--- src/modem_status_map.svh ---
// address map, field positions, reset values and timing figures of the status area
`ifndef MODEM_STATUS_MAP_SVH
`define MODEM_STATUS_MAP_SVH

// shared ram locations of the status area
`define MSR_ADDR_ERROR      6'h08
`define MSR_ADDR_GENERAL0   6'h09
`define MSR_ADDR_GENERAL1   6'h0a
`define MSR_ADDR_QUALITY    6'h0b
`define MSR_ADDR_OPT_LOW    6'h0c
`define MSR_ADDR_OPT_MID    6'h0d
`define MSR_ADDR_OPT_HIGH   6'h0e

// interrupt selection defaults
`define MSR_MASK0_RST       8'h3f
`define MSR_MASK1_RST       8'hff

// first general status byte
`define MSR_G0_CARRIER      0
`define MSR_G0_DSR          1
`define MSR_G0_CTS          2
`define MSR_G0_BELL         3
`define MSR_G0_CPT_LOW      4
`define MSR_G0_CPT_HIGH     5
`define MSR_G0_LOW_GT_HIGH  6
`define MSR_G0_FAST_CARRIER 7

// second general status byte
`define MSR_G1_TX_SYNC      0
`define MSR_G1_TIMEOUT      1
`define MSR_G1_TONE_DISC    2
`define MSR_G1_ANSWER_TONE  3
`define MSR_G1_RETRAIN      4
`define MSR_G1_RATE_NEG     5
`define MSR_G1_CLEARDOWN    6
`define MSR_G1_DIGIT        7

// line quality ceiling
`define MSR_QUALITY_MAX     8'h7f

// ring timing, in the units printed
`define MSR_BAUD_HZ         2400
`define MSR_RING_LOST_MS    20
`define MSR_RING_MIN_HZ     15
`define MSR_RING_MAX_HZ     68

`endif

--- src/modem_status_pkg.sv ---
// types shared by the modem status reporting block
package modem_status_pkg;

    // operating mode chosen by the configure command
    typedef enum logic [2:0] {
        MODE_TONE  = 3'h0,
        MODE_DTMF  = 3'h1,
        MODE_DATA  = 3'h2,
        MODE_FAX   = 3'h3,
        MODE_VOICE = 3'h4
    } op_mode_t;

    // ring detector, gray along idle -> armed -> on
    typedef enum logic [1:0] {
        RING_IDLE  = 2'b00,
        RING_ARMED = 2'b01,
        RING_ON    = 2'b11
    } ring_st_t;

    // complete state of the block
    typedef struct packed {
        logic       ring_s1;
        logic       ring_s2;
        logic       ring_prev;
        ring_st_t   ring_st;
        logic [7:0] ring_cnt;
        logic [7:0] ring_idle;
        logic [7:0] ring_period;
        op_mode_t   mode;
        logic [7:0] mask0;
        logic [7:0] mask1;
        logic [2:0] src_sel;
        logic [7:0] stat0;
        logic [7:0] stat1;
        logic [7:0] quality;
        logic       quality_ok;
        logic [7:0] opt0;
        logic [7:0] opt1;
        logic [7:0] opt2;
        logic       dtmf_prev;
        logic [7:0] digit;
        logic       irq;
        logic [7:0] rd_data;
        logic       rxd;
    } msr_state_t;

endpackage

--- src/modem_status_reporting.sv ---
// status bytes of the modem data pump: general, quality and optional status
//
// Overview of operation
// - raise status change interrupt when a selected general status bit changes
// - interrupt selection defaults to 3f for first byte, ff for second
// - modem mode bit 0 is carrier detect; while low received data is mark
// - modem mode bit 1 of first byte follows data set ready
// - modem mode bit 2 of first byte sets when training completes
// - tone modes: ring bit sets after one 15-68Hz period, clears 20ms later
// - tone modes: bits 4 and 5 report low-pass and high-pass detectors
// - tone modes: bit 6 set when low-pass signal exceeds high-pass signal
// - bit 7 of first byte is fast carrier, meaningful in fax mode only
// - modem mode bit 0 of second byte shows transmit sync in progress
// - data mode only: bit 1 of second byte flags handshake timeout
// - bit 2 of second byte tells which answer tone was detected
// - bit 3 of second byte flags answer tone; host samples bit 2 then
// - bit 4: remote retrain in data modes, receiver sync in fax modes
// - data mode only: bit 5 reports rate negotiation, bit 6 reports cleardown
// - touch-tone mode: bit 7 flags a digit, value in third optional byte
// - quality byte refreshed every baud, range 127 best down to 0
// - quality follows receive mode and is invalid in fsk modes
// - each configure command reloads optional sources with mode defaults, unless a source select comes in the same cycle
// - tone mode: optional bytes 0 and 1 hold the 16 tone detectors
// - tone mode: third optional byte holds ring period in 1/2400 s
// - touch-tone digit valid at flag rise, held until next digit
// - all status bytes refreshed once per baud
// - status area sits at 08..0e of shared ram in fixed order
`timescale 1ns/1ps
`include "modem_status_map.svh"

module modem_status_reporting
    import modem_status_pkg::*;
#(
    parameter int BAUD_HZ = `MSR_BAUD_HZ
) (
    // clock and reset
    input  wire logic       i_clk_sys,
    input  wire logic       i_sys_rst,
    // baud timing
    input  wire logic       i_baud_tick,
    // host commands
    input  wire logic       i_configure_cmd,
    input  wire logic [2:0] i_operating_mode_field,
    input  wire logic       i_select_status_irq_cmd,
    input  wire logic [7:0] i_irq_select0,
    input  wire logic [7:0] i_irq_select1,
    input  wire logic       i_optional_source_select_cmd,
    input  wire logic [2:0] i_optional_source_sel,
    input  wire logic [7:0] i_monitor_low,
    input  wire logic [7:0] i_monitor_mid,
    input  wire logic [7:0] i_monitor_high,
    // modem signals from the data pump
    input  wire logic       i_carrier_detect_flag,
    input  wire logic       i_data_set_ready_flag,
    input  wire logic       i_clear_to_send_flag,
    input  wire logic       i_call_progress_low_flag,
    input  wire logic       i_call_progress_high_flag,
    input  wire logic       i_low_exceeds_high_flag,
    input  wire logic       i_fast_carrier_flag,
    input  wire logic       i_tx_sync_flag,
    input  wire logic       i_handshake_timeout_flag,
    input  wire logic       i_tone_discrimination_flag,
    input  wire logic       i_answer_tone_flag,
    input  wire logic       i_remote_retrain_flag,
    input  wire logic       i_rx_sync_flag,
    input  wire logic       i_rate_negotiation_flag,
    input  wire logic       i_cleardown_flag,
    input  wire logic       i_touch_tone_digit_flag,
    input  wire logic [7:0] i_touch_tone_value,
    input  wire logic [15:0] i_tone_detector_output,
    input  wire logic [6:0] i_line_quality,
    input  wire logic       i_fsk_mode,
    input  wire logic       i_rx_data,
    // ring pin, asynchronous
    input  wire logic       i_ring_pin,
    // shared ram read port
    input  wire logic       i_host_rd,
    input  wire logic [5:0] i_host_addr,
    // outputs
    output logic [7:0]      o_host_rd_data,
    output logic            o_status_change_irq,
    output logic            o_rx_data,
    output logic            o_quality_valid
);

    // ring timing in baud ticks; least period rounds up, longest rounds down
    localparam int RING_LOST_I = (`MSR_RING_LOST_MS * BAUD_HZ) / 1000;
    localparam int RING_MAX_I  = BAUD_HZ / `MSR_RING_MIN_HZ;
    localparam int RING_MIN_I  = (BAUD_HZ + `MSR_RING_MAX_HZ - 1) / `MSR_RING_MAX_HZ;
    localparam logic [7:0] RING_LOST_TICKS = 8'(RING_LOST_I);
    localparam logic [7:0] RING_MAX_TICKS  = 8'(RING_MAX_I);
    localparam logic [7:0] RING_MIN_TICKS  = 8'(RING_MIN_I);

    // counters are 8 bits and the ring period byte too
    if (RING_MAX_I > 254 || RING_LOST_I < 1 || RING_MIN_I < 1) begin : g_bad_rate
        $error("BAUD_HZ gives ring counts the 8-bit counters cannot hold");
    end

    msr_state_t q;
    msr_state_t d;

    logic       ring_fall;
    logic       ring_edge;
    logic       ring_in_range;
    logic       tone_modes;
    logic       modem_mode;
    logic       digit_rise;
    logic [7:0] stat0_n;
    logic [7:0] stat1_n;
    logic [7:0] digit_n;
    logic [7:0] def0;
    logic [7:0] def1;
    logic [7:0] def2;
    logic       irq_n;

    // mode groups and ring edges seen after the synchroniser
    assign tone_modes    = (q.mode == MODE_TONE) || (q.mode == MODE_DTMF);
    assign modem_mode    = (q.mode == MODE_DATA) || (q.mode == MODE_FAX);
    assign ring_fall     = q.ring_prev && !q.ring_s2;
    assign ring_edge     = q.ring_prev != q.ring_s2;
    assign ring_in_range = (q.ring_cnt >= RING_MIN_TICKS) && (q.ring_cnt <= RING_MAX_TICKS);
    assign digit_rise    = (q.mode == MODE_DTMF) && i_touch_tone_digit_flag && !q.dtmf_prev;

    // new general status bytes, gated by the modes in which each bit means something
    always_comb begin
        stat0_n = 8'h00;
        stat1_n = 8'h00;
        stat0_n[`MSR_G0_CARRIER]      = modem_mode && i_carrier_detect_flag;
        stat0_n[`MSR_G0_DSR]          = modem_mode && i_data_set_ready_flag;
        stat0_n[`MSR_G0_CTS]          = modem_mode && i_clear_to_send_flag;
        stat0_n[`MSR_G0_BELL]         = tone_modes && (q.ring_st == RING_ON);
        stat0_n[`MSR_G0_CPT_LOW]      = tone_modes && i_call_progress_low_flag;
        stat0_n[`MSR_G0_CPT_HIGH]     = tone_modes && i_call_progress_high_flag;
        stat0_n[`MSR_G0_LOW_GT_HIGH]  = tone_modes && i_low_exceeds_high_flag;
        stat0_n[`MSR_G0_FAST_CARRIER] = (q.mode == MODE_FAX) && i_fast_carrier_flag;
        stat1_n[`MSR_G1_TX_SYNC]      = modem_mode && i_tx_sync_flag;
        stat1_n[`MSR_G1_TIMEOUT]      = (q.mode == MODE_DATA) && i_handshake_timeout_flag;
        stat1_n[`MSR_G1_TONE_DISC]    = i_tone_discrimination_flag;
        stat1_n[`MSR_G1_ANSWER_TONE]  = i_answer_tone_flag;
        // one bit, two meanings, picked by mode
        stat1_n[`MSR_G1_RETRAIN]      = (q.mode == MODE_FAX) ? i_rx_sync_flag
                                      : (q.mode == MODE_DATA) && i_remote_retrain_flag;
        stat1_n[`MSR_G1_RATE_NEG]     = (q.mode == MODE_DATA) && i_rate_negotiation_flag;
        stat1_n[`MSR_G1_CLEARDOWN]    = (q.mode == MODE_DATA) && i_cleardown_flag;
        stat1_n[`MSR_G1_DIGIT]        = (q.mode == MODE_DTMF) && i_touch_tone_digit_flag;
    end

    // masked compare against last baud's bytes
    assign irq_n = |(((stat0_n ^ q.stat0) & q.mask0) | ((stat1_n ^ q.stat1) & q.mask1));

    // digit captured at the flag's rise so the byte is valid with it
    assign digit_n = digit_rise ? i_touch_tone_value : q.digit;

    // mode defaults of the optional bytes; data, fax and voice layouts not carried
    always_comb begin
        def0 = 8'h00;
        def1 = 8'h00;
        def2 = 8'h00;
        if (tone_modes) begin
            def0 = i_tone_detector_output[7:0];
            def1 = i_tone_detector_output[15:8];
        end
        if (q.mode == MODE_TONE) begin
            def2 = q.ring_period;
        end else if (q.mode == MODE_DTMF) begin
            def2 = digit_n;
        end
    end

    // next state
    always_comb begin
        d = q;
        d.irq = 1'b0;

        // two-stage synchroniser for the ring pin
        d.ring_s1   = i_ring_pin;
        d.ring_s2   = q.ring_s1;
        d.ring_prev = q.ring_s2;

        // counters advance on baud ticks; any edge restarts the idle count, a fall restarts the period count
        if (i_baud_tick && q.ring_cnt != 8'hff) begin
            d.ring_cnt = q.ring_cnt + 8'h01;
        end
        if (i_baud_tick && q.ring_idle != 8'hff) begin
            d.ring_idle = q.ring_idle + 8'h01;
        end
        if (ring_edge) begin
            d.ring_idle = 8'h00;
        end
        // a tick in the cycle of the fall already belongs to the new period
        if (ring_fall) begin
            d.ring_cnt = i_baud_tick ? 8'h01 : 8'h00;
        end

        // ring detector: one in-range period to set, silence to clear
        unique case (q.ring_st)
            RING_IDLE: begin
                if (ring_fall) begin
                    d.ring_st = RING_ARMED;
                end
            end
            RING_ARMED: begin
                if (ring_fall && ring_in_range) begin
                    d.ring_st     = RING_ON;
                    d.ring_period = q.ring_cnt;
                end else if (!ring_edge && q.ring_idle >= RING_LOST_TICKS) begin
                    d.ring_st = RING_IDLE;
                end
            end
            RING_ON: begin
                if (ring_fall) begin
                    d.ring_period = q.ring_cnt;
                end else if (!ring_edge && q.ring_idle >= RING_LOST_TICKS) begin
                    d.ring_st = RING_IDLE;
                end
            end
            default: begin
                d.ring_st = RING_IDLE;
            end
        endcase

        // per-baud refresh of every status byte
        if (i_baud_tick) begin
            d.stat0      = stat0_n;
            d.stat1      = stat1_n;
            d.irq        = irq_n;
            d.quality    = {1'b0, i_line_quality};
            d.quality_ok = !i_fsk_mode;
            d.dtmf_prev  = i_touch_tone_digit_flag;
            d.digit      = digit_n;
            d.opt0       = q.src_sel[0] ? i_monitor_low  : def0;
            d.opt1       = q.src_sel[1] ? i_monitor_mid  : def1;
            d.opt2       = q.src_sel[2] ? i_monitor_high : def2;
        end

        // configure reloads the defaults; a same-cycle source select still wins
        if (i_configure_cmd) begin
            d.mode    = op_mode_t'(i_operating_mode_field);
            d.src_sel = 3'h0;
        end
        if (i_optional_source_select_cmd) begin
            d.src_sel = i_optional_source_sel;
        end
        if (i_select_status_irq_cmd) begin
            d.mask0 = i_irq_select0;
            d.mask1 = i_irq_select1;
        end

        // received data held at mark without carrier
        d.rxd = q.stat0[`MSR_G0_CARRIER] ? i_rx_data : 1'b1;

        // shared ram read port of the status area
        if (i_host_rd) begin
            unique case (i_host_addr)
                `MSR_ADDR_GENERAL0: d.rd_data = q.stat0;
                `MSR_ADDR_GENERAL1: d.rd_data = q.stat1;
                `MSR_ADDR_QUALITY:  d.rd_data = q.quality;
                `MSR_ADDR_OPT_LOW:  d.rd_data = q.opt0;
                `MSR_ADDR_OPT_MID:  d.rd_data = q.opt1;
                `MSR_ADDR_OPT_HIGH: d.rd_data = q.opt2;
                default:            d.rd_data = 8'h00;        // error byte kept elsewhere
            endcase
        end
    end

    // single register of all state
    always_ff @(posedge i_clk_sys) begin
        if (i_sys_rst) begin
            q             <= '0;
            q.ring_s1     <= 1'b0;
            q.ring_st     <= RING_IDLE;
            q.mode        <= MODE_TONE;
            q.mask0       <= `MSR_MASK0_RST;
            q.mask1       <= `MSR_MASK1_RST;
            q.ring_idle   <= 8'hff;
            q.rxd         <= 1'b1;
        end else begin
            q <= d;
        end
    end

    // outputs straight from flops
    assign o_host_rd_data      = q.rd_data;
    assign o_status_change_irq = q.irq;
    assign o_rx_data           = q.rxd;
    assign o_quality_valid     = q.quality_ok;
endmodule

--- config.mk ---
export PLATFORM = sky130hd
export DESIGN_NAME = modem_status_reporting
export DESIGN_NICKNAME = d
export VERILOG_FILES = /design/src/modem_status_pkg.sv /design/src/modem_status_reporting.sv
export VERILOG_INCLUDE_DIRS = /design/src
export SDC_FILE = /design/constraint.sdc
export NUM_CORES = 1
export LEC_CHECK = 0
export BUFFER_PORTS_ARGS = -buffer_cell sky130_fd_sc_hd__buf_2
export CORE_ASPECT_RATIO = 0.6
export CORE_MARGIN = 5
export CORE_UTILIZATION = 30
export CTS_CLUSTER_DIAMETER = 80
export DETAILED_ROUTE_END_ITERATION = 10
export PLACE_DENSITY_LB_ADDON = 0.15
export RECOVER_POWER = 25
export SETUP_SLACK_MARGIN = 0.1
export SLEW_MARGIN = 10
export SYNTH_ARGS = -nofsm -noshare
export SYNTH_HDL_FRONTEND = slang
export SYNTH_SLANG_ARGS = --single-unit
--- constraint.sdc ---
create_clock -name i_clk_sys -period 1.9 [get_ports i_clk_sys]
set_clock_uncertainty 0.15 [all_clocks]
set_input_delay 0.19 -clock i_clk_sys [delete_from_list [all_inputs] [get_ports i_clk_sys]]
set_output_delay 0.19 -clock i_clk_sys [all_outputs]
set_load 0.03 [all_outputs]
==> impl_metrics.py <==
metrics = {
    "worst_setup_path": {
        "crit_path_end_kind": "register",
        "crit_family": "simple AND/OR/NAND/NOR gates",
        "crit_fanout": 14,
        "crit_chain": "or3_4 > o221ai_2 > a21oi_2 > buf_12 > or3b_1 > a21oi_1",
        "critPathKind": "register to register",
        "worst_setup_path_start_kind": "register",
        "crit_buf_inv": 1,
        "worstPathArrival_ns": 2.03,
        "critPathSlowestCell": "or3_4",
        "required_ns": 2.09,
        "critical-path-max-stage-delay_ns": 0.39,
    },
    "timing": {
        "rsz0062_at_grt": "true",
        "fin_crit_ns": 1.84,
        "post-route-period-util_pct": 96.7,
        "drv_slew": 0,
        "finalSetupViolations": 0,
        "hold_violations": 0,
        "slew_headroom_pct": 30.9,
        "worst_slew_pin_slew_ns": 1.04,
        "max_freq_mhz": 544,
    },
    "floorplan": {
        "die_height_um": 117,
        "start_util_pct": 30.3,
        "io_pins": 120,
        "die-area_um2": 22000,
        "rows": 39,
        "core_um2": 18900,
        "die_w_um": 188,
    },
    "placement": {
        "portBuffers": 119,
        "dpl.hpwl_um": 13400,
        "gp_congestion": 0.794,
    },
    "detailed_routing": {
        "drtIter0Drc": 295,
        "wl_met2_um": 6490,
        "via_per_inst": 4.89,
        "drtPass1Iterations": 6,
        "drc": 0,
        "postRouteAntennaNets": 0,
        "dr_wl_met3_um": 1200,
        "top_layer": "met4",
        "vias": 5262,
        "post_drt_wl_per_cell_um": 16.8,
        "met1_length_um": 10200,
        "drt-total-wl_um": 18000,
    },
    "logic_synthesis": {
        "yosysWarnings": 0,
        "syn_inst": 655,
        "yosysUniqueCellTypes": 57,
        "synth-edff-count": 0,
        "netlist_area_um2": 5720,
        "synthFlopType": "dfxtp_1",
        "async_reset_ff_share_pct": 0,
        "synth_area_leaders": "dfxtp_1 41%, mux2i_1 10%, nor2_1 6.0%, nand2_1 3.8%, o21ai_1 2.7%",
        "synth_top_area_share_pct": 41.3,
        "ys_seq_elements": 118,
        "seq_area_frac_synth_pct": 41.3,
        "syn_nets": 769,
        "syn_area_per_cell_um2": 8.73,
        "yosysTopAreaCell": "dfxtp_1",
    },
    "power_and_ir_drop": {
        "ir_drop_mv": 0.456,
        "total_power_mw": 7.22,
        "p_leak_nw": 3.30,
        "power_density_nw_per_um2": 918,
    },
    "clock_tree": {
        "clk_pin_slew_ns": 0.06,
        "clock_sinks": 118,
        "htree_levels": 4,
        "clock_path_buffers": 2,
        "cts_made_buffers": 17,
        "clockRootBuffer": "clkbuf_16",
        "cts_tree": "built",
        "clk_latency_ns": 0.41,
    },
    "grt": {
        "antenna_found_initial": 0,
        "grt_max_degree": 61,
        "grt_pass1_wl_um": 28200,
        "overflow": 0,
        "grt.total_usage_pct": 16.6,
        "first_global_vias": 5019,
    },
    "run": {
        "drv_cap": 0,
    },
    "layout": {
        "final_common_cell": "buf_2",
        "layout_common_cells": "116 x buf_2, 112 x dfxtp_1, 90 x nor2_1, 58 x mux2i_1, 56 x nand2_1",
        "fin_util_pct": 41.6,
        "drive_gt1_share_pct": 25.4,
        "syn2layout_area_growth_pct": 37.5,
        "nets": 929,
    },
    "worst_hold_path": {
        "hold_class": "primary input to register",
    },
    "run_status": {
        "status": "completed",
    },
}
==> Yosys cell counts, types with 2 or more instances <==
cell and instances:
a21o_1 5, o211ai_1 16, nand2b_1 10, nand3_1 9, nand2_1 58, ha_1 5, nand3b_1 2, a211o_1 15
and4_1 2, xnor2_1 7, buf_4 8, nand4_1 2, or3b_1 4, o21bai_1 3, a22oi_1 20, and3_1 2
buf_1 8, or3_1 4, a211oi_1 19, buf_2 9, a311oi_1 9, nor3b_2 2, nor4b_1 2, nor4bb_1 2
mux2i_1 58, xor2_1 16, nor2_1 91, and2_1 2, nor2b_1 19, a21oi_1 27, and3b_1 4, dfxtp_1 118
o21ai_1 31, inv_1 7, clkbuf_1 30, nor3b_1 8
==> what timing repair did <==
action,CTS,global route
pin swaps,4,5
hold buffers,49,0
endpoints found under the setup margin,11,39
resized for setup,8,24
hold endpoints to repair,46,0
buffers inserted,1,0
==> path summary, 6_finish.rpt <==
path | slack [ns] | endpoint | start | cells past startpoint
max reg2reg | 0.06 | q[94] | q[109] | 6
max | 0.06 | q[94] | q[109] | 6
min reg2reg | 0.30 | d[116] | d[117] | 1
min | 0.005 | q[34] | i_monitor_mid[7] | 5
==> metal layers <==
layer	track usage [%]	up-vias
met5	0	-
met4	4.01	0
met3	4.80	9
met2	20.8	165
met1	26.8	2461
li1	-	2627
==> flip-flops by register name, summed over array words and instances (netlist names) <==
| register | cells |
|---|---|
| o_rx_data | 1 |
| o_quality_valid | 1 |
| d | 2 |
| o_status_change_irq | 1 |
| q | 105 |
| o_host_rd_data | 8 |
==> power by group <==
group	leakage [nW]	switching (mW)	total (mW)	internal, mW
registers	0.971	0.141	2.77	2.62
logic	2.01	0.529	1.04	0.506
clock network	0.313	1.13	3.42	2.28
==> cells by family after synthesis <==
logic type                 Yosys count  synth area share (%)
AOI/OAI and AO/OA                  155                  18.6
xor gates and xnor gates            23                  3.52
adders and majority gates            5                  1.09
buffers and inverters               65                  5.19
DFF                                118                  41.3
muxes                               58                  10.2
and+or+nand+nor                    231                  20.1
==> area by class of cell <==
| type | instances | area [um2] |
|---|---|---|
| antenna | 1 | 2.50 |
| clock buffer | 22 | 474 |
| clock inverter | 10 | 150 |
| fill | 1848 | 11000 |
| inverter | 8 | 30.0 |
| multi-input combinational | 472 | 3180 |
| sequential | 118 | 2370 |
| tap | 246 | 308 |
| timing repair buffer | 198 | 1340 |
==> worst min-delay path, stage by stage <==
cell and delay [ns]:
buf_2 0.07, nand2_1 0.05, o211ai_1 0.08, o21ai_1 0.07, nor2_1 0.07
==> stage by stage <==
step | instances | cell area (um2) | hold slack [ns] | setup TNS, ns | worst slack, ns
after floorplan | 655 | 5740 | 0.134 | 0 | 0.0734
after global placement | 992 | 6620 | 0.224 | 0 | 0.0140
after detailed placement | 992 | 6620 | 0.229 | -0.0901 | -0.0901
after CTS | 1074 | 7770 | 0.00120 | 0 | 0.0594
after global routing | 1074 | 7860 | 0.0128 | -0.00987 | -0.00357
final | 1075 | 7860 | 0.00526 | 0 | 0.0632
No activity file was read; power rests on OpenSTA's default activity.
